`src/verilog/pbl_defs.svh`:
```
// register offsets, field positions and timing counts of the bootstrap loader
// assumes a 100 MHz core clock; included by its bare name
`ifndef PBL_DEFS_SVH
`define PBL_DEFS_SVH

`define PBL_REG_CTRL 2'h0
`define PBL_REG_STAT 2'h1
`define PBL_REG_SUM 2'h2
`define PBL_REG_ADDR 2'h3

`define PBL_CTRL_LOAD 0
`define PBL_CTRL_NOGO 1

`define PBL_STAT_BUSY 0
`define PBL_STAT_STATE 1
`define PBL_STAT_CONFLICT 4
`define PBL_STAT_GONE 5

`define PBL_CLK_MHZ 100
`define PBL_MC_TIME_NS 1000
`define PBL_GO_TIME_NS 200
`define PBL_MC_CYC ((`PBL_MC_TIME_NS * `PBL_CLK_MHZ + 999) / 1000)
`define PBL_GO_CYC ((`PBL_GO_TIME_NS * `PBL_CLK_MHZ + 999) / 1000)

`define PBL_HALF_WORDS 512
`define PBL_FULL_WORDS 1024
`define PBL_SEL_SHIFT 2
`define PBL_PRE_TOP 16'h001c
`define PBL_FIFO_DEPTH 16
`define PBL_MEM_WORDS 65536

`endif

```
`src/verilog/pbl_pkg.sv`:
```
// types shared by the bootstrap loader and its buffer
// assumes nothing beyond a SystemVerilog compiler
package pbl_pkg;

  typedef enum logic [2:0] {
    PBL_IDLE  = 3'b000,
    PBL_MCLR  = 3'b001,
    PBL_CLEAR = 3'b010,
    PBL_PRE   = 3'b011,
    PBL_BOOT  = 3'b100,
    PBL_DRAIN = 3'b101,
    PBL_GO    = 3'b110
  } pbl_state_t;

  typedef struct packed {
    logic [15:0] addr;
    logic [15:0] data;
  } pbl_mem_word_t;

endpackage : pbl_pkg

```
`src/verilog/pbl_loader.sv`:
```
// bootstrap loader control: word buffer and loader top
// assumes synchronous switch/jumper inputs and a one-cycle-latency store
//
// The implementer's own choices: the plain strobed port and the register addresses.
`timescale 1ns/1ps
`default_nettype none
`include "pbl_defs.svh"

// ---------------------------------------------------------------
// word buffer
// ---------------------------------------------------------------
module pbl_fifo #(
  parameter int WIDTH = 32,
  parameter int DEPTH = `PBL_FIFO_DEPTH
) (
  input wire logic clk_i,                  // core clock
  input wire logic rst_n_i,                // async reset, low
  input wire logic ce_i,                   // clock enable
  input wire logic in_valid_i,             // word offered
  output logic in_ready_o,                 // room for a word
  input wire logic [WIDTH-1:0] in_data_i,  // word in
  output logic out_valid_o,                // word available
  input wire logic out_ready_i,            // drain takes word
  output logic [WIDTH-1:0] out_data_o      // word out
);
  localparam int AW = $clog2(DEPTH);
  logic [WIDTH-1:0] mem_ff [DEPTH];
  logic [AW-1:0] wr_ff;
  logic [AW-1:0] rd_ff;
  logic [AW:0] cnt_ff;
  logic push;
  logic pop;

  if (DEPTH < 2 || (1 << AW) != DEPTH) begin : g_bad_depth
    $error("fifo depth must be a power of two, at least 2");
  end

  assign in_ready_o = cnt_ff != (AW+1)'(DEPTH);
  assign out_valid_o = cnt_ff != '0;
  assign out_data_o = mem_ff[rd_ff];
  assign push = in_valid_i & in_ready_o;
  assign pop = out_valid_o & out_ready_i;

  always_ff @(posedge clk_i) begin
    if (ce_i && push) begin
      mem_ff[wr_ff] <= in_data_i;
    end
  end

  always_ff @(posedge clk_i or negedge rst_n_i) begin
    if (!rst_n_i) begin
      wr_ff <= '0;
      rd_ff <= '0;
      cnt_ff <= '0;
    end else if (ce_i) begin
      if (push) wr_ff <= wr_ff + 1'b1;
      if (pop) rd_ff <= rd_ff + 1'b1;
      if (push && !pop) cnt_ff <= cnt_ff + 1'b1;
      else if (pop && !push) cnt_ff <= cnt_ff - 1'b1;
    end
  end
endmodule : pbl_fifo

// ---------------------------------------------------------------
// loader top
// ---------------------------------------------------------------
// Behaviour
// - power-up loading starts a load at reset release and power switch-on
// - clear jumper out clears memory first; start jumper out enables power-up
// - preamble jumper out loads the protect preamble before the bootstrap
// - both jumpers in: any trigger loads without clearing, and starts only if the go jumper is in
// - master clear jumper in: pulse master clear on power and each load
// - go jumper in: pulse go after loading, unless the control no-go bit is set
// - override jumper in: hold protect override while busy, with clear/go enabled
// - console request acts only with console enable switch up
// - local button loads regardless of console enable switch
// - remote line low requests a load, independent of console switch
// - load address is sixteen switch bits, depressed sets the bit
// - bootstrap start word is select switch value times four
// - full capacity jumper limits bootstrap (not preamble) store word range to 1024, else 512
// - go jumper out: still load, but never start execution
module pbl_loader #(
  parameter int MEM_WORDS = `PBL_MEM_WORDS,
  parameter int BOOT_WORDS = 64,
  parameter int PRE_WORDS = 28,
  parameter int PRE_ROM_BASE = 960
) (
  input wire logic CLK_I,                               // 100 MHz clock
  input wire logic ARST_N_I,                            // async reset, low
  input wire logic CE_I,                                // clock enable
  input wire logic PWR_ON_I,                            // power switch on
  input wire logic CONSOLE_LOAD_I,                      // console button
  input wire logic LOCAL_LOAD_BUTTON_I,                 // on-card button
  input wire logic REMOTE_LOAD_N_I,                     // remote line, low
  input wire logic CONSOLE_LOAD_ENABLE_SWITCH_I,        // 1 = up
  input wire logic [7:0] LOAD_ADDRESS_LOW_SWITCHES_I,   // bits 7..0
  input wire logic [7:0] LOAD_ADDRESS_HIGH_SWITCHES_I,  // bits 15..8
  input wire logic [7:0] BOOTSTRAP_SELECT_SWITCHES_I,   // start / 4
  input wire logic HALF_CAPACITY_JUMPER_I,              // 512 words
  input wire logic FULL_CAPACITY_JUMPER_I,              // 1024 words
  input wire logic CLEAR_MEMORY_ENABLE_JUMPER_I,        // 1 = fitted
  input wire logic POWER_UP_START_ENABLE_JUMPER_I,      // 1 = fitted
  input wire logic PROTECT_PREAMBLE_ENABLE_JUMPER_I,    // 1 = fitted
  input wire logic MASTER_CLEAR_JUMPER_I,               // 1 = fitted
  input wire logic GO_JUMPER_I,                         // 1 = fitted
  input wire logic PROTECT_OVERRIDE_JUMPER_I,           // 1 = fitted
  output logic [9:0] ROM_ADDR_O,                        // store address
  output logic ROM_RD_O,                                // store read
  input wire logic [15:0] ROM_DATA_I,                   // data next cycle
  output logic MEM_WR_O,                                // memory write
  output logic [15:0] MEM_ADDR_O,                       // memory address
  output logic [15:0] MEM_DATA_O,                       // memory data
  input wire logic MEM_READY_I,                         // write taken
  output logic LOADER_MASTER_CLEAR_O,                   // master clear
  output logic LOADER_GO_O,                             // go to cpu
  output logic PROTECT_OVERRIDE_O,                      // protect override
  input wire logic [1:0] REG_ADDR_I,                    // register index
  input wire logic [15:0] REG_WDATA_I,                  // write data
  input wire logic REG_WR_I,                            // write strobe
  input wire logic REG_RD_I,                            // read strobe
  output logic [15:0] REG_RDATA_O                       // read data
);
  localparam logic [7:0] MC_CYC = 8'(`PBL_MC_CYC);
  localparam logic [7:0] GO_CYC = 8'(`PBL_GO_CYC);

  if (BOOT_WORDS < 1 || PRE_WORDS < 1 || PRE_WORDS > 28 ||
      MEM_WORDS < 1 || MEM_WORDS > `PBL_MEM_WORDS ||
      PRE_ROM_BASE + PRE_WORDS > `PBL_FULL_WORDS ||
      `PBL_MC_CYC > 256 || `PBL_GO_CYC > 256) begin : g_bad_param
    $error("loader parameters out of range");
  end

  pbl_pkg::pbl_state_t state_ff;
  logic first_ff, pwr_prev_ff, con_prev_ff, loc_prev_ff, rem_prev_ff;
  logic cfg_load_ff, cfg_clr_ff, cfg_pre_ff, cfg_go_ff, nogo_ff, gone_ff;
  logic [7:0] tim_ff;
  logic [16:0] cnt_ff;
  logic [9:0] rom_ff;
  logic [15:0] madr_ff, pend_madr_ff, sum_ff;
  logic rd_ff, push_ff, pend_boot_ff;
  logic pup_en, pup_trig, any_trig, start, issue, last, drained, pwr_app;
  logic fifo_in_valid, fifo_in_ready, fifo_out_valid, fifo_pop;
  logic [15:0] load_addr;
  logic [10:0] lim;
  pbl_pkg::pbl_mem_word_t fifo_in, fifo_out, mem_ff;

  // ---------------------------------------------------------------
  // triggers
  // ---------------------------------------------------------------
  assign load_addr = {LOAD_ADDRESS_HIGH_SWITCHES_I,
                      LOAD_ADDRESS_LOW_SWITCHES_I};
  assign pup_en = !POWER_UP_START_ENABLE_JUMPER_I;
  assign pwr_app = first_ff | (PWR_ON_I & !pwr_prev_ff);
  assign pup_trig = pup_en & pwr_app;
  assign any_trig = pup_trig
    | (CONSOLE_LOAD_I & !con_prev_ff & CONSOLE_LOAD_ENABLE_SWITCH_I)
    | (LOCAL_LOAD_BUTTON_I & !loc_prev_ff)
    | (!REMOTE_LOAD_N_I & rem_prev_ff)
    | (REG_WR_I && REG_ADDR_I == `PBL_REG_CTRL
       && REG_WDATA_I[`PBL_CTRL_LOAD]);
  // a trigger while busy is dropped, not queued
  assign start = any_trig && state_ff == pbl_pkg::PBL_IDLE;

  always_ff @(posedge CLK_I or negedge ARST_N_I) begin
    if (!ARST_N_I) begin
      first_ff <= 1'b1;
      pwr_prev_ff <= 1'b1;
      con_prev_ff <= 1'b1;
      loc_prev_ff <= 1'b1;
      rem_prev_ff <= 1'b0;
    end else if (CE_I) begin
      first_ff <= 1'b0;
      pwr_prev_ff <= PWR_ON_I;
      con_prev_ff <= CONSOLE_LOAD_I;
      loc_prev_ff <= LOCAL_LOAD_BUTTON_I;
      rem_prev_ff <= REMOTE_LOAD_N_I;
    end
  end

  // ---------------------------------------------------------------
  // sequencer
  // ---------------------------------------------------------------
  assign lim = FULL_CAPACITY_JUMPER_I ? 11'(`PBL_FULL_WORDS)
                                      : 11'(`PBL_HALF_WORDS);
  assign issue = (state_ff == pbl_pkg::PBL_PRE
                  || (state_ff == pbl_pkg::PBL_BOOT
                      && {1'b0, rom_ff} < lim))
                 && !rd_ff && !push_ff && fifo_in_ready;
  assign last = (state_ff == pbl_pkg::PBL_PRE)
    ? cnt_ff == 17'(PRE_WORDS - 1)
    : (cnt_ff == 17'(BOOT_WORDS - 1) || {1'b0, rom_ff} == lim - 1'b1);
  assign drained = !rd_ff && !push_ff && !fifo_out_valid && !MEM_WR_O;

  always_ff @(posedge CLK_I or negedge ARST_N_I) begin
    if (!ARST_N_I) begin
      state_ff <= pbl_pkg::PBL_IDLE;
      tim_ff <= 8'h00;
      cnt_ff <= 17'h00000;
      rom_ff <= 10'h000;
      madr_ff <= 16'h0000;
      cfg_load_ff <= 1'b0;
      cfg_clr_ff <= 1'b0;
      cfg_pre_ff <= 1'b0;
      cfg_go_ff <= 1'b0;
      LOADER_MASTER_CLEAR_O <= 1'b0;
      LOADER_GO_O <= 1'b0;
      gone_ff <= 1'b0;
    end else if (CE_I) begin
      case (state_ff)
        pbl_pkg::PBL_IDLE: begin
          // power application alone still gets its master clear
          if (start || (pwr_app && MASTER_CLEAR_JUMPER_I)) begin
            state_ff <= pbl_pkg::PBL_MCLR;
            tim_ff <= MC_CYC - 8'h01;
            cfg_load_ff <= start;
            cfg_clr_ff <= !CLEAR_MEMORY_ENABLE_JUMPER_I;
            cfg_pre_ff <= !PROTECT_PREAMBLE_ENABLE_JUMPER_I;
            cfg_go_ff <= GO_JUMPER_I;
            LOADER_MASTER_CLEAR_O <= MASTER_CLEAR_JUMPER_I;
            gone_ff <= 1'b0;
          end
        end
        pbl_pkg::PBL_MCLR: begin
          if (tim_ff == 8'h00) begin
            LOADER_MASTER_CLEAR_O <= 1'b0;
            cnt_ff <= 17'h00000;
            madr_ff <= 16'h0000;
            rom_ff <= 10'(PRE_ROM_BASE);
            if (!cfg_load_ff) state_ff <= pbl_pkg::PBL_IDLE;
            else if (cfg_clr_ff) state_ff <= pbl_pkg::PBL_CLEAR;
            else if (cfg_pre_ff) state_ff <= pbl_pkg::PBL_PRE;
            else begin
              state_ff <= pbl_pkg::PBL_BOOT;
              rom_ff <= {BOOTSTRAP_SELECT_SWITCHES_I, 2'b00};
              madr_ff <= load_addr;
            end
          end else begin
            tim_ff <= tim_ff - 8'h01;
          end
        end
        pbl_pkg::PBL_CLEAR: begin
          if (fifo_in_ready) begin
            madr_ff <= madr_ff + 16'h0001;
            cnt_ff <= cnt_ff + 17'h00001;
            if (cnt_ff == 17'(MEM_WORDS - 1)) begin
              cnt_ff <= 17'h00000;
              madr_ff <= 16'h0000;
              if (cfg_pre_ff) state_ff <= pbl_pkg::PBL_PRE;
              else begin
                state_ff <= pbl_pkg::PBL_BOOT;
                rom_ff <= {BOOTSTRAP_SELECT_SWITCHES_I, 2'b00};
                madr_ff <= load_addr;
              end
            end
          end
        end
        pbl_pkg::PBL_PRE, pbl_pkg::PBL_BOOT: begin
          if (state_ff == pbl_pkg::PBL_BOOT && {1'b0, rom_ff} >= lim) begin
            state_ff <= pbl_pkg::PBL_DRAIN;
          end else if (issue) begin
            rom_ff <= rom_ff + 10'h001;
            madr_ff <= madr_ff + 16'h0001;
            cnt_ff <= cnt_ff + 17'h00001;
            if (last && state_ff == pbl_pkg::PBL_PRE) begin
              state_ff <= pbl_pkg::PBL_BOOT;
              cnt_ff <= 17'h00000;
              rom_ff <= {BOOTSTRAP_SELECT_SWITCHES_I, 2'b00};
              madr_ff <= load_addr;
            end else if (last) begin
              state_ff <= pbl_pkg::PBL_DRAIN;
            end
          end
        end
        pbl_pkg::PBL_DRAIN: begin
          if (drained) begin
            if (cfg_go_ff && !nogo_ff) begin
              state_ff <= pbl_pkg::PBL_GO;
              tim_ff <= GO_CYC - 8'h01;
              LOADER_GO_O <= 1'b1;
              gone_ff <= 1'b1;
            end else begin
              state_ff <= pbl_pkg::PBL_IDLE;
            end
          end
        end
        pbl_pkg::PBL_GO: begin
          if (tim_ff == 8'h00) begin
            LOADER_GO_O <= 1'b0;
            state_ff <= pbl_pkg::PBL_IDLE;
          end else begin
            tim_ff <= tim_ff - 8'h01;
          end
        end
        default: begin
          state_ff <= pbl_pkg::PBL_IDLE;
        end
      endcase
    end
  end

  // override follows the busy state one cycle late: second clear-pulse cycle through one cycle after the go pulse
  always_ff @(posedge CLK_I or negedge ARST_N_I) begin
    if (!ARST_N_I) begin
      PROTECT_OVERRIDE_O <= 1'b0;
    end else if (CE_I) begin
      PROTECT_OVERRIDE_O <= PROTECT_OVERRIDE_JUMPER_I
        && (MASTER_CLEAR_JUMPER_I || GO_JUMPER_I)
        && state_ff != pbl_pkg::PBL_IDLE;
    end
  end

  // ---------------------------------------------------------------
  // store read pipeline
  // ---------------------------------------------------------------
  // one read in flight at a time: the room checked at issue is still
  // there when the word lands two cycles later
  always_ff @(posedge CLK_I or negedge ARST_N_I) begin
    if (!ARST_N_I) begin
      ROM_RD_O <= 1'b0;
      ROM_ADDR_O <= 10'h000;
      rd_ff <= 1'b0;
      push_ff <= 1'b0;
      pend_madr_ff <= 16'h0000;
      pend_boot_ff <= 1'b0;
      sum_ff <= 16'h0000;
    end else if (CE_I) begin
      ROM_RD_O <= issue;
      rd_ff <= issue;
      push_ff <= rd_ff;
      if (issue) begin
        ROM_ADDR_O <= rom_ff;
        pend_madr_ff <= madr_ff;
        pend_boot_ff <= state_ff == pbl_pkg::PBL_BOOT;
      end
      if (start) sum_ff <= 16'h0000;
      else if (push_ff && pend_boot_ff) sum_ff <= sum_ff + ROM_DATA_I;
    end
  end

  assign fifo_in_valid = state_ff == pbl_pkg::PBL_CLEAR || push_ff;
  assign fifo_in.addr = push_ff ? pend_madr_ff : madr_ff;
  assign fifo_in.data = push_ff ? ROM_DATA_I : 16'h0000;

  pbl_fifo #(
    .WIDTH($bits(pbl_pkg::pbl_mem_word_t)),
    .DEPTH(`PBL_FIFO_DEPTH)
  ) u_fifo (
    .clk_i(CLK_I),
    .rst_n_i(ARST_N_I),
    .ce_i(CE_I),
    .in_valid_i(fifo_in_valid),
    .in_ready_o(fifo_in_ready),
    .in_data_i(fifo_in),
    .out_valid_o(fifo_out_valid),
    .out_ready_i(fifo_pop),
    .out_data_o(fifo_out)
  );

  // ---------------------------------------------------------------
  // memory write port
  // ---------------------------------------------------------------
  assign fifo_pop = CE_I && (!MEM_WR_O || MEM_READY_I);
  assign MEM_ADDR_O = mem_ff.addr;
  assign MEM_DATA_O = mem_ff.data;

  always_ff @(posedge CLK_I or negedge ARST_N_I) begin
    if (!ARST_N_I) begin
      MEM_WR_O <= 1'b0;
      mem_ff <= '0;
    end else if (CE_I && (!MEM_WR_O || MEM_READY_I)) begin
      MEM_WR_O <= fifo_out_valid;
      if (fifo_out_valid) mem_ff <= fifo_out;
    end
  end

  // ---------------------------------------------------------------
  // registers
  // ---------------------------------------------------------------
  always_ff @(posedge CLK_I or negedge ARST_N_I) begin
    if (!ARST_N_I) begin
      nogo_ff <= 1'b0;
      REG_RDATA_O <= 16'h0000;
    end else if (CE_I) begin
      if (REG_WR_I && REG_ADDR_I == `PBL_REG_CTRL) begin
        nogo_ff <= REG_WDATA_I[`PBL_CTRL_NOGO];
      end
      REG_RDATA_O <= 16'h0000;
      if (REG_RD_I) begin
        case (REG_ADDR_I)
          `PBL_REG_CTRL: REG_RDATA_O[`PBL_CTRL_NOGO] <= nogo_ff;
          `PBL_REG_STAT: begin
            REG_RDATA_O[`PBL_STAT_BUSY] <= state_ff != pbl_pkg::PBL_IDLE;
            REG_RDATA_O[`PBL_STAT_STATE +: 3] <= state_ff;
            REG_RDATA_O[`PBL_STAT_CONFLICT] <=
              !PROTECT_PREAMBLE_ENABLE_JUMPER_I
              && load_addr <= `PBL_PRE_TOP;
            REG_RDATA_O[`PBL_STAT_GONE] <= gone_ff;
          end
          `PBL_REG_SUM: REG_RDATA_O <= sum_ff;
          `PBL_REG_ADDR: REG_RDATA_O <= madr_ff;
          default: REG_RDATA_O <= 16'h0000;
        endcase
      end
    end
  end
endmodule : pbl_loader

`default_nettype wire

```
`config.mk`:
```
export PLATFORM = sky130hd
export DESIGN_NAME = pbl_loader
export DESIGN_NICKNAME = d
export VERILOG_FILES = /design/src/verilog/pbl_pkg.sv /design/src/verilog/pbl_loader.sv
export VERILOG_INCLUDE_DIRS = /design/src /design/src/verilog
export SDC_FILE = /design/constraint.sdc
export NUM_CORES = 1
export LEC_CHECK = 0
export ABC_AREA = 1
export BUFFER_PORTS_ARGS = -buffer_cell sky130_fd_sc_hd__buf_2
export CAP_MARGIN = 40
export CORE_ASPECT_RATIO = 0.9
export CORE_UTILIZATION = 55
export DETAILED_ROUTE_END_ITERATION = 6
export PLACE_DENSITY = 0.72
export SLEW_MARGIN = 20
export SYNTH_ARGS = -nofsm -noshare
export SYNTH_HDL_FRONTEND = slang
export SYNTH_HIERARCHICAL = 1
export SYNTH_SLANG_ARGS = --single-unit
```
`constraint.sdc`:
```
create_clock -name CLK_I -period 5.6 [get_ports CLK_I]
set_input_delay 0.84 -clock CLK_I [delete_from_list [all_inputs] [get_ports CLK_I]]
set_output_delay 0.84 -clock CLK_I [all_outputs]
set_load 0.05 [all_outputs]
```
# After elaboration in Yosys (flattened, before gate mapping)
# Memories as Yosys holds them, arrays and structs flattened. A register that Yosys moved wholly into a read port is not among the register bits.
# Index checks and enable logic that the tools add are counted.
[op_classes]
bitwise_logic = 13
n_lt_le_gt_ge = 3
n_reduce_logical = 72
muxes = 71
n_eq_ne = 27
add_sub_neg = 10
[ops]
columns = ["cell", "count"]
rows = [
  ["16-bit two-way mux", 14],
  ["17-bit two-way mux", 6],
  ["10-bit two-way mux", 10],
  ["17-bit case mux with 3 select lines", 1],
  ["16-bit case mux with 3 select lines", 1],
  ["3-bit two-way mux", 14],
  ["8-bit two-way mux", 4],
  ["10-bit case mux with 3 select lines", 1],
  ["8-bit case mux with 3 select lines", 1],
  ["1-bit logical AND", 22],
  ["2-bit != test (second input constant)", 10],
  ["10-bit case mux with 2 select lines", 1],
  ["3-bit case mux with 6 select lines", 1],
  ["17-bit by 1-bit adder with 17-bit output (second input constant)", 1],
  ["17-bit by 16-bit == test with 1-bit output (second input constant)", 1],
  ["17-bit by 5-bit == test with 1-bit output (second input constant)", 1],
  ["17-bit by 6-bit == test with 1-bit output (second input constant)", 1],
  ["16-bit by 1-bit adder with 16-bit output (second input constant)", 1],
  ["16-bit adder", 1],
  ["16-bit by 5-bit <= comparator with 1-bit output (second input constant)", 1],
  ["1-bit logical NOT", 15],
  ["2-bit AND reduction", 7],
  ["4-bit case mux with 3 select lines", 1],
  ["6-bit AND reduction", 2],
  ["39 further kinds", 78],
]
[word_totals]
mem_bits_rw = 512
in_bits = 77
out_inout_bits = 63
regBits = 143
elab_cells = 227
mem_count = 1
[memory_table]
columns = ["name", "depth", "word_bits", "rd", "rd_ports_with_merged_regs", "write_ports", "line", "text"]
rows = [
  ["u_fifo.mem_ff", 16, 32, 1, 1, 1, "pbl_loader.sv:27", "logic [WIDTH-1:0] mem_ff [DEPTH];"],
]

# Logic depth before layout (Yosys ltp)
# Gate-level depths: netlist (run 1).
[depth]
ltp_word = 12
depth_mapped = 17
ltp_nobuf = 16

# Hierarchy
# Netlist (run 1), hierarchy kept.
[by_module_without_submodules]
columns = ["module", "seq_area_each_um2", "instances", "area_per_inst_um2", "cells_per_inst"]
rows = [
  ["pbl_fifo", 15700.1, 1, 22903.2, 2187],
  ["pbl_loader", 4058.9, 1, 9679.3, 1315],
]

# Worst setup path before layout (run 1)
# OpenSTA, ideal clock, no wires.
[synth_path]
kind = "reg2reg"
startpoint = "reg state_ff[0]"
endpoint = "mem u_fifo.mem_ff[0][0], enable pin"
period_less_slack_ps = 3027
t_required_ps = 5179
slack_ps = 2573
t_arrival_ps = 2606
path_stages_with_launch = 9
path_buffers = 1
setup_ps = 421
cell_sequence = "dfrtp_1 -> nor2_2 -> nand2_2 -> buf_4 -> nand2_1 -> nand2_1 -> nor2_4 -> nand2_1 -> nor2_1"
[synth_between]
elab_chain_cells = 6
[synth_rtl]
columns = ["element", "line", "text"]
rows = [
  ["from (decl)", "pbl_loader.sv:133", "pbl_pkg::pbl_state_t state_ff;"],
  ["from (signal assigned)", "pbl_loader.sv:196", "state_ff <= pbl_pkg::PBL_IDLE;"],
  ["from (signal assigned)", "pbl_loader.sv:213", "state_ff <= pbl_pkg::PBL_MCLR;"],
  ["from (signal assigned)", "pbl_loader.sv:229", "if (!cfg_load_ff) state_ff <= pbl_pkg::PBL_IDLE;"],
  ["3-bit by 2-bit == test with 1-bit output", "pbl_loader.sv:340", "assign fifo_in_valid = state_ff == pbl_pkg::PBL_CLEAR || push_ff;"],
  ["1-bit logical OR", "pbl_loader.sv:340", ""],
  ["net fifo_in_valid", "pbl_loader.sv:142", "logic fifo_in_valid, fifo_in_ready, fifo_out_valid, fifo_pop;"],
  ["1-bit AND", "pbl_loader.sv:41", "assign push = in_valid_i & in_ready_o;"],
  ["1-bit logical AND", "pbl_loader.sv:45", "if (ce_i && push) begin"],
  ["1-bit two-way mux", "pbl_loader.sv:45", ""],
  ["1-bit two-way mux (not written as such)", "pbl_loader.sv:46", "mem_ff[wr_ff] <= in_data_i;"],
  ["to (decl)", "pbl_loader.sv:27", ""],
]
# The timed path passes the listed nets, and every way through them passes these cells.

==> results_dict.tcl, run 1 <==
set metrics [dict create \
    status "complete, no violations" \
    fp.coreArea_sq_um 58400 \
    maxCapViolCount 0 \
    period_needed_ns 3.48 \
    ys_top_cells_by_count "1124 x nand2_1, 539 x inv_1, 512 x edfxtp_1, 508 x nand3_1, 171 x dfrtp_1" \
    setup_viol_count_final 0 \
    stdcell_area_sq_um 36300 \
    power.density_nw_per_um2 497 \
    detail_route.first_pass.iterations 7 \
    area_delta_synth_final_pct 11.4 \
    worst_slew_pin_slew_ns 0.858 \
    synthTopCellsByArea "edfxtp_1 47%, dfrtp_1 13%, nand2_1 13%, nand3_1 7.8%, inv_1 6.2%" \
    cts_hold_buffers 0 \
    fin_crit_sh 0.621 \
    pin_count 140 \
    htreeDepth 3 \
    slowest_stage "o211ai_1" \
    worstPathCellList "ha_1 -> nand3_1 -> nor2_1 -> nand2_1 -> nor2_1 -> nand4_1 -> nor3_1 -> ha_1 -> inv_1 -> o211ai_1 -> nand2_1 -> nand3_1 -> nand2_1 -> inv_1" \
    dp_hpwl_um 49300 \
    synth_top_area_share 0.472 \
    setup_ws_ns 2.12 \
    gr-usage-all-layers 0.266 \
    ys_warn_count 6 \
    synth-edff-count 512 \
    drt_iter0_markers 2246 \
    cts_buffer_depth 3 \
    die_w_um 259 \
    grt_pass1_wl_um 123000 \
    ys_types 51 \
    ys_ff_latch 687 \
    vias_per_cell 5.36 \
    die_h_um 233 \
    maxSlewViolCount 0 \
    cpMostUsedCell "nand2_1" \
    cts.clk_slew.worst_paths_ns 0.06 \
    place.gp.congestion 0.931 \
    crit_fanout 15 \
    clock-sinks 687 \
    antenna_found_initial 1 \
    synth.avg_cell_area_sq_um 9.30 \
    wl_um 78800 \
    cts_tree "yes" \
    synth_top_cell_by_area "edfxtp_1" \
    drive_gt1_frac 0.101 \
    num_vias 23800 \
    synthArstFlopShare 0.255 \
    setup_tns_ns 0 \
    fmax_mhz 287 \
    placed_cell_area_sq_um 34000 \
    hold_viol 0 \
    clockRootBuffer "clkbuf_16" \
    end_kind "flip-flop" \
    maxSlewHeadroom 0.428 \
    min_path_type "in -> async" \
    post_cts_buffers 0 \
    route.detailed.drc 0 \
    grt_pass1_vias 22300 \
    rsz0062_at_grt "false" \
    preCtsSetupSlack_ns 2.17 \
    syn-num-nets 3613 \
    seq_area_frac_synth 0.606 \
    ant_nets 0 \
    post_cts_resized 0 \
    critical_path_required_ns 6.15 \
    fin_nets 3725 \
    post_drt_wl_per_cell_um 17.7 \
    portBuffers 124 \
    p_leak_nw 16.5 \
    max_stage_delay_ns 0.71 \
    cp_data_arrival_time_ns 4.03 \
    die_area_sq_um 60200 \
    startpoint_type "flip-flop" \
    grt-ovfl-total 0 \
    clock_latency_ns 0.62 \
    placementRows 84 \
    synth_ff_type "edfxtp_1" \
    numCtsBuffers 71 \
    clock_skew_ns 0.0261 \
    initial_utilization 0.558 \
    synth.cell_area_sq_um 32600 \
    synth.most_common_cell "nand2_1" \
    syn_inst 3502 \
    vdd_drop_max_v 0.000324 \
    grt_max_degree 123 \
    worstSetupPathType "reg -> reg" \
]
==> kinds of logic (layout without fill, tap and decap cells) <==
| group | after synthesis | count (layout) | share of synthesized area |
|---|---|---|---|
| buffers and inverters | 696 | 862 | 0.0916 |
| flip-flops | 687 | 687 | 0.606 |
| AO/OA/AOI/OAI | 202 | 202 | 0.0344 |
| AND/OR/NAND/NOR | 1820 | 1820 | 0.235 |
| adder cells (fa/ha/maj) | 34 | 34 | 0.0135 |
| XOR/XNOR | 30 | 30 | 0.00806 |
| other | 0 | 1 | 0 |
| multiplexers | 33 | 33 | 0.0114 |
==> routing by layer <==
layer	vias up	routed length, um	track usage
li1	11600	-	-
met1	11200	32200	0.356
met2	926	37900	0.439
met3	149	6430	0.0452
met4	0	2300	0.0928
met5	-	0	0
==> registers in the layout, summed over array words and instances (netlist names), 3 cells and up <==
name and cells:
u_fifo/wr_ff 4, pend_madr_ff 16, madr_ff 16, MEM_ADDR_O 16, REG_RDATA_O 16, sum_ff 16, MEM_DATA_O 16, u_fifo/cnt_ff 5
u_fifo/rd_ff 4, state_ff 3, tim_ff 8, u_fifo/mem_ff 512, ROM_ADDR_O 10, cnt_ff 17, rom_ff 10
==> placed cells by master (no fill, tap or decap), types with 13 or more instances in the layout <==
master	instances
a21oi_1	34
nand3_1	507
edfxtp_1	512
clkbuf_1	21
ha_1	32
o21ai_0	122
clkbuf_16	74
nand4_1	21
nor2_4	18
mux2_2	33
buf_4	47
dfrtp_1	167
buf_2	123
nor3_1	13
nand2_1	1123
xor2_1	24
nor2_1	112
inv_1	539
==> metrics by stage <==
stage	utilization	std cells	hold slack [ns]	power [mW]
4_1_cts	0.620	4440	0.173	18.0
3_3_place_gp	0.578	4300	0.439	13.2
2_1_floorplan	-	3502	0.425	11.7
6_report	0.621	4443	0.178	18.0
3_5_place_dp	0.582	4313	0.447	13.5
5_1_grt	0.621	4442	0.190	19.0
==> report_power, final <==
group | internal, mW | switching, mW
sequential | 6.44 | 0.454
clock | 2.63 | 1.92
combinational | 1.91 | 4.68
==> worst paths after layout <==
kind                                         startpoint                      end  slack [ns]  depth (start not counted)
max reg2reg                       cnt_ff[0]$_DFFE_PN0P_  madr_ff[11]$_DFFE_PN0P_        2.12                         14
max in group asynchronous                      ARST_N_I  LOADER_GO_O$_DFFE_PN0P_        4.11                          3
min in group CLK_I         CLEAR_MEMORY_ENABLE_JUMPER_I   cfg_clr_ff$_DFFE_PN0P_        0.45                          2
min                                            ARST_N_I   cnt_ff[15]$_DFFE_PN0P_        0.18                          1
max                               cnt_ff[0]$_DFFE_PN0P_  madr_ff[11]$_DFFE_PN0P_        2.12                         14
min reg2reg                        first_ff$_DFFE_PN1P_     first_ff$_DFFE_PN1P_        0.46                          2
==> layout make-up <==
cell class | count | area [sq um]
Fill cell | 4700 | 22100
Sequential cell | 687 | 19800
Multi-Input combinational cell | 2119 | 9970
Inverter | 552 | 2080
Clock buffer | 103 | 2040
Timing Repair Buffer | 183 | 1270
Tap cell | 774 | 968
Clock inverter | 24 | 194
Antenna cell | 1 | 2.50
==> critical path, delay by kind of cell (launching register included) <==
kind / cells / cell delay [ns]
and+or+nand+nor: 9 / 1.42
AOI/OAI and AO/OA: 1 / 0.71
adders and majority gates: 2 / 0.57
DFF: 1 / 0.39
buffers and inverters: 2 / 0.33
Power figures use the tool's default switching activity.
==> run 2: changes to the inputs <==
==> constraint.sdc (replaced) <==
create_clock -name CLK_I -period 3.4 [get_ports CLK_I]
set_input_delay 0.51 -clock CLK_I [delete_from_list [all_inputs] [get_ports CLK_I]]
set_output_delay 0.51 -clock CLK_I [all_outputs]
set_load 0.05 [all_outputs]
==> results_dict.tcl, run 2 (synthesis results as in run 1) <==
set metrics [dict create \
    status "complete, no violations" \
    fmax_mhz 331 \
    grt_util_met2 0.446 \
    reg_top3 "u_fifo/mem_ff: 512 flops, cnt_ff: 17 flops" \
    layout_common_cells "1123 x nand2_1, 539 x inv_1, 512 x edfxtp_1" \
    period_needed_ns 3.02 \
    placementRows 84 \
    clock_latency_ns 0.61 \
    n_antenna_cell 0 \
    final_util 0.624 \
    largest_register_ffs 512 \
    internal_power_mw 18.1 \
    grt_pass1_wl_um 125000 \
    worst_slew_pin_slew_ns 1.03 \
    post_cts_buffers 0 \
    p_leak_nw 16.6 \
    cts_hold_buffers 1 \
    htreeDepth 3 \
    cts.clk_slew.worst_paths_ns 0.06 \
    setup_viol_count_final 0 \
    pin_count 140 \
    maxCapViolCount 0 \
    p_comb_frac 0.364 \
    fin_crit_sh 0.890 \
    initial_utilization 0.558 \
    post_cts_resized 0 \
    area_delta_synth_final_pct 12.0 \
    setup_tns_ns 0 \
    grt_max_degree 190 \
    die_area_sq_um 60200 \
    busiest_layer "met2" \
    worstSetupPathType "reg -> reg" \
    numCtsBuffers 72 \
    clock_skew_ns 0.0242 \
    hold_slack_ns 0.0917 \
    rsz0062_at_grt "false" \
    cts_tree "yes" \
    clock-sinks 687 \
    detail_route.first_pass.iterations 5 \
    p_clk_frac 0.257 \
    portBuffers 124 \
    hold_path_depth 2 \
    clockRootBuffer "clkbuf_16" \
    hold_viol 0 \
    crit_fanout 10 \
    fillers 4694 \
    cts_buffer_depth 3 \
    grt_pass1_vias 22700 \
    seqPwrFrac 0.379 \
    netSwitchingFraction 0.390 \
    met3_usage 0.0359 \
    fin_nets 3737 \
    top_register "u_fifo/mem_ff" \
    drt_iter0_markers 2242 \
    placed_cells 4325 \
    p_switching_mw 11.6 \
    r2r_cells 15 \
    critical_path_required_ns 3.90 \
    post_drt_wl_per_cell_um 18.0 \
    gr-usage-all-layers 0.272 \
    drive_gt1_frac 0.106 \
    maxSlewViolCount 0 \
    setup_ws_ns 0.375 \
    final_common_cell "nand2_1" \
    preCtsSetupSlack_ns 0.425 \
    die_w_um 259 \
    maxSlewHeadroom 0.316 \
    grt-ovfl-total 0 \
    dp_hpwl_um 47500 \
    wl_um 80200 \
    die_h_um 233 \
    route.detailed.drc 0 \
    ant_nets 0 \
    grt.met1_usage 0.369 \
    min_path_type "in -> reg" \
    cp_data_arrival_time_ns 3.52 \
    fp.coreArea_sq_um 58400 \
    power.density_nw_per_um2 815 \
    num_vias 23900 \
    vias_per_cell 5.36 \
    vdd_drop_max_v 0.000917 \
    antenna_found_initial 0 \
    fin_cells 4460 \
    place.gp.congestion 0.923 \
    startpoint_type "flip-flop" \
    end_kind "flip-flop" \
]
run 2: cell types whose count changed in the layout (fill, tap and decap cells not counted), sizes merged:
cell         previous run  this run
bufinv                  2         4
inv                   554       556
diode                   1         0
buf                   182       192
dlygate4sd3             0         1
clkbuf                104        96
clkinv                 18        29
run 2: power by group through the flow:
stage | clock network [mW] | logic [mW] | registers (mW)
detailed placement | 0 | 10.7 | 11.4
CTS | 7.75 | 10.8 | 11.3
finish | 7.64 | 10.8 | 11.3
floorplan | 0 | 7.01 | 12.3
global route | 8.11 | 11.9 | 11.4
global placement | 0 | 10.5 | 11.4
run 2: critical path, cell delays in order (launching register included):
cell and delay [ns]:
dfrtp_1 0.40, ha_1 0.23, nand3_1 0.15, nor2_1 0.15
nand2_1 0.11, nor2_1 0.15, nand4_1 0.12, nor3_1 0.24
ha_1 0.28, a21oi_1 0.11, nor3_2 0.42, nand2_2 0.21
inv_4 0.16, nand2_1 0.06, nand2_1 0.07, inv_1 0.03
run 2: final timing paths:
path / from / endpoint / slack (ns)
hold / removal: CLEAR_MEMORY_ENABLE_JUMPER_I / cfg_clr_ff$_DFFE_PN0P_ / 0.09
setup / recovery: cnt_ff[0]$_DFFE_PN0P_ / rom_ff[7]$_DFFE_PN0P_ / 0.38
min in group asynchronous: ARST_N_I / cnt_ff[13]$_DFFE_PN0P_ / 0.48
hold reg to reg: first_ff$_DFFE_PN1P_ / first_ff$_DFFE_PN1P_ / 0.45
max in group asynchronous: ARST_N_I / con_prev_ff$_DFFE_PN1P_ / 2.11
setup reg to reg: cnt_ff[0]$_DFFE_PN0P_ / rom_ff[7]$_DFFE_PN0P_ / 0.38
run 2: area by class of cell:
class	count	area, sq um	area share
Clock buffer	95	1960	0.0537
Multi-Input combinational cell	2119	9970	0.273
Clock inverter	39	339	0.00929
Sequential cell	687	19800	0.542
Timing Repair Buffer	194	1410	0.0386
Inverter	552	2080	0.0571
Tap cell	774	968	0.0265
run 2: through the flow:
stage               cell area (sq um)  total power, mW
floorplan                       32600             19.3
global placement                34200             21.9
detailed placement              34200             22.1
CTS                             36500             29.8
global route                    36500             31.4
finish                          36500             29.7
run 2: layer usage:
metal	share of wire	wire, um	vias up
li1	-	-	11600
met1	0.42	33600	11200
met2	0.47	37600	964
met3	0.078	6280	169
met4	0.033	2650	0
met5	0	0	-
==> run 3: changes to the inputs <==
--- a/config.mk
+++ b/config.mk
@@ -10,6 +10,7 @@
 export BUFFER_PORTS_ARGS = -buffer_cell sky130_fd_sc_hd__buf_2
 export CAP_MARGIN = 40
 export CORE_ASPECT_RATIO = 0.9
+export CORE_MARGIN = 2
 export CORE_UTILIZATION = 55
 export DETAILED_ROUTE_END_ITERATION = 6
 export PLACE_DENSITY = 0.72
==> results_dict.tcl, run 3 (synthesis results as in run 1) <==
set metrics [dict create \
    status "complete, no violations" \
    grt-ovfl-total 0 \
    antenna_found_initial 1 \
    cts_buffer_depth 3 \
    maxCapViolCount 0 \
    fin_nets 3741 \
    drive_gt1_frac 0.105 \
    startpoint_type "flip-flop" \
    gr-usage-all-layers 0.264 \
    worstPathCellList "ha_1 -> nand3_1 -> nor2_1 -> nand2_1 -> nor2_1 -> nand4_1 -> nor3_1 -> ha_1 -> a21oi_1 -> nor3_2 -> buf_4 -> nand2_2 -> inv_4 -> nand2_1 -> nand2_1 -> inv_1" \
    fin_crit_sh 0.866 \
    crit_fanout 10 \
    fp.coreArea_sq_um 58500 \
    max_stage_delay_ns 0.42 \
    area_delta_synth_final_pct 12.1 \
    min_path_type "in -> reg" \
    cts_tree "yes" \
    p_comb_frac 0.362 \
    power.density_nw_per_um2 822 \
    clock_latency_ns 0.61 \
    htreeDepth 3 \
    p_leak_nw 16.7 \
    post_cts_resized 0 \
    final_util 0.624 \
    die_area_sq_um 61200 \
    portBuffers 124 \
    setup_viol_count_final 0 \
    initial_utilization 0.557 \
    grt_max_degree 158 \
    worstSetupPathType "reg -> reg" \
    end_kind "flip-flop" \
    vdd_drop_max_v 0.000763 \
    post_drt_wl_per_cell_um 18.0 \
    r2r_slack_ns 0.45 \
    maxSlewViolCount 0 \
    p_switching_mw 11.7 \
    drt_iter0_markers 2303 \
    clockRootBuffer "clkbuf_16" \
    detail_route.first_pass.iterations 6 \
    fillers 4607 \
    dp_hpwl_um 48200 \
    worst_slew_pin_slew_ns 0.767 \
    cpMostUsedCell "nand2_1" \
    rsz0062_at_grt "false" \
    num_vias 23900 \
    fmax_mhz 339 \
    largest_register_ffs 512 \
    die_w_um 261 \
    placementRows 84 \
    clock-sinks 687 \
    cp_data_arrival_time_ns 3.44 \
    route.detailed.drc 0 \
    internal_power_mw 18.4 \
    vias_per_cell 5.36 \
    die_h_um 235 \
    grt_pass1_wl_um 125000 \
    hold_viol 0 \
    layout_common_cells "1123 x nand2_1, 539 x inv_1, 512 x edfxtp_1" \
    pin_count 140 \
    grt_pass1_vias 22500 \
    seqPwrFrac 0.377 \
    critical_path_required_ns 3.89 \
    p_clk_frac 0.261 \
    place.gp.congestion 0.933 \
    ant_nets 0 \
    reg_top3 "u_fifo/mem_ff: 512 flops, cnt_ff: 17 flops" \
    netSwitchingFraction 0.388 \
    final_common_cell "nand2_1" \
    period_needed_ns 2.95 \
    maxSlewHeadroom 0.489 \
    wl_um 80100 \
    cts_hold_buffers 1 \
    cts.clk_slew.worst_paths_ns 0.06 \
    setup_tns_ns 0 \
    slowest_stage "dfrtp_1" \
    numCtsBuffers 72 \
    clock_skew_ns 0.0163 \
    post_cts_buffers 0 \
    top_register "u_fifo/mem_ff" \
]
## run 3: cell count changes in the layout (fill, tap and decap cells not counted), sizes merged
cell / delta
clkinv: -9
clkbuf: +5
buf: +4
bufinv: +3
inv: -3
diode: +1
## run 3: worst paths after layout
kind                            cells past startpoint                    endpoint                          from
worst max-delay path                               16       rom_ff[7]$_DFFE_PN0P_         cnt_ff[0]$_DFFE_PN0P_
worst min-delay path                                2      cfg_clr_ff$_DFFE_PN0P_  CLEAR_MEMORY_ENABLE_JUMPER_I
worst max register to register                     16       rom_ff[7]$_DFFE_PN0P_         cnt_ff[0]$_DFFE_PN0P_
worst min register to register                      2        first_ff$_DFFE_PN1P_          first_ff$_DFFE_PN1P_
max in group asynchronous                           3  MEM_DATA_O[10]$_DFFE_PN0P_                      ARST_N_I
min in group asynchronous                           2      cnt_ff[15]$_DFFE_PN0P_                      ARST_N_I
## run 3: final cells by class
class / instances / area (sq um) / share of cell area
Timing Repair Buffer: 198 / 1400 / 0.0382
Antenna cell: 1 / 2.50 / 0.0000685
Sequential cell: 687 / 19800 / 0.541
Tap cell: 774 / 968 / 0.0265
Multi-Input combinational cell: 2119 / 9970 / 0.273
Clock inverter: 30 / 344 / 0.00942
Clock buffer: 100 / 2000 / 0.0548
Inverter: 552 / 2080 / 0.0571
## run 3: stage by stage
| step | hold slack [ns] | setup WS, ns | instances | area [sq um] | total power, mW |
|---|---|---|---|---|---|
| floorplan | 0.214 | 0.373 | 3502 | 32600 | 19.3 |
| CTS | 0.0664 | 0.499 | 4460 | 36500 | 30.1 |
| global placement | 0.442 | 0.593 | 4327 | 34100 | 22.0 |
| global route | 0.0900 | 0.117 | 4461 | 36500 | 31.7 |
| detailed placement | 0.441 | 0.515 | 4329 | 34200 | 22.2 |
| finish | 0.0961 | 0.454 | 4461 | 36500 | 30.0 |
## run 3: worst max-delay path: cells and delay by family (launching register included)
kind	cells	cell delay [ns]
AO/OA/AOI/OAI	1	0.12
flip-flops	1	0.42
buffers and inverters	3	0.37
AND/OR/NAND/NOR	10	1.36
adder cells (fa/ha/maj)	2	0.56
## run 3: power by group through the flow
stage | Sequential, mW | Combinational [mW] | Clock [mW]
6_report | 11.3 | 10.9 | 7.86
2_1_floorplan | 12.3 | 7.01 | 0
5_1_grt | 11.4 | 12.0 | 8.31
3_3_place_gp | 11.5 | 10.5 | 0
4_1_cts | 11.3 | 10.8 | 7.97
3_5_place_dp | 11.5 | 10.8 | 0
## run 3: layer usage
layer,GRT usage,routed length (um),part of all wire
met1,0.371,34000,0.42
met2,0.423,37400,0.47
met3,0.0433,6270,0.078
met4,0.0828,2440,0.030
met5,0,0,0
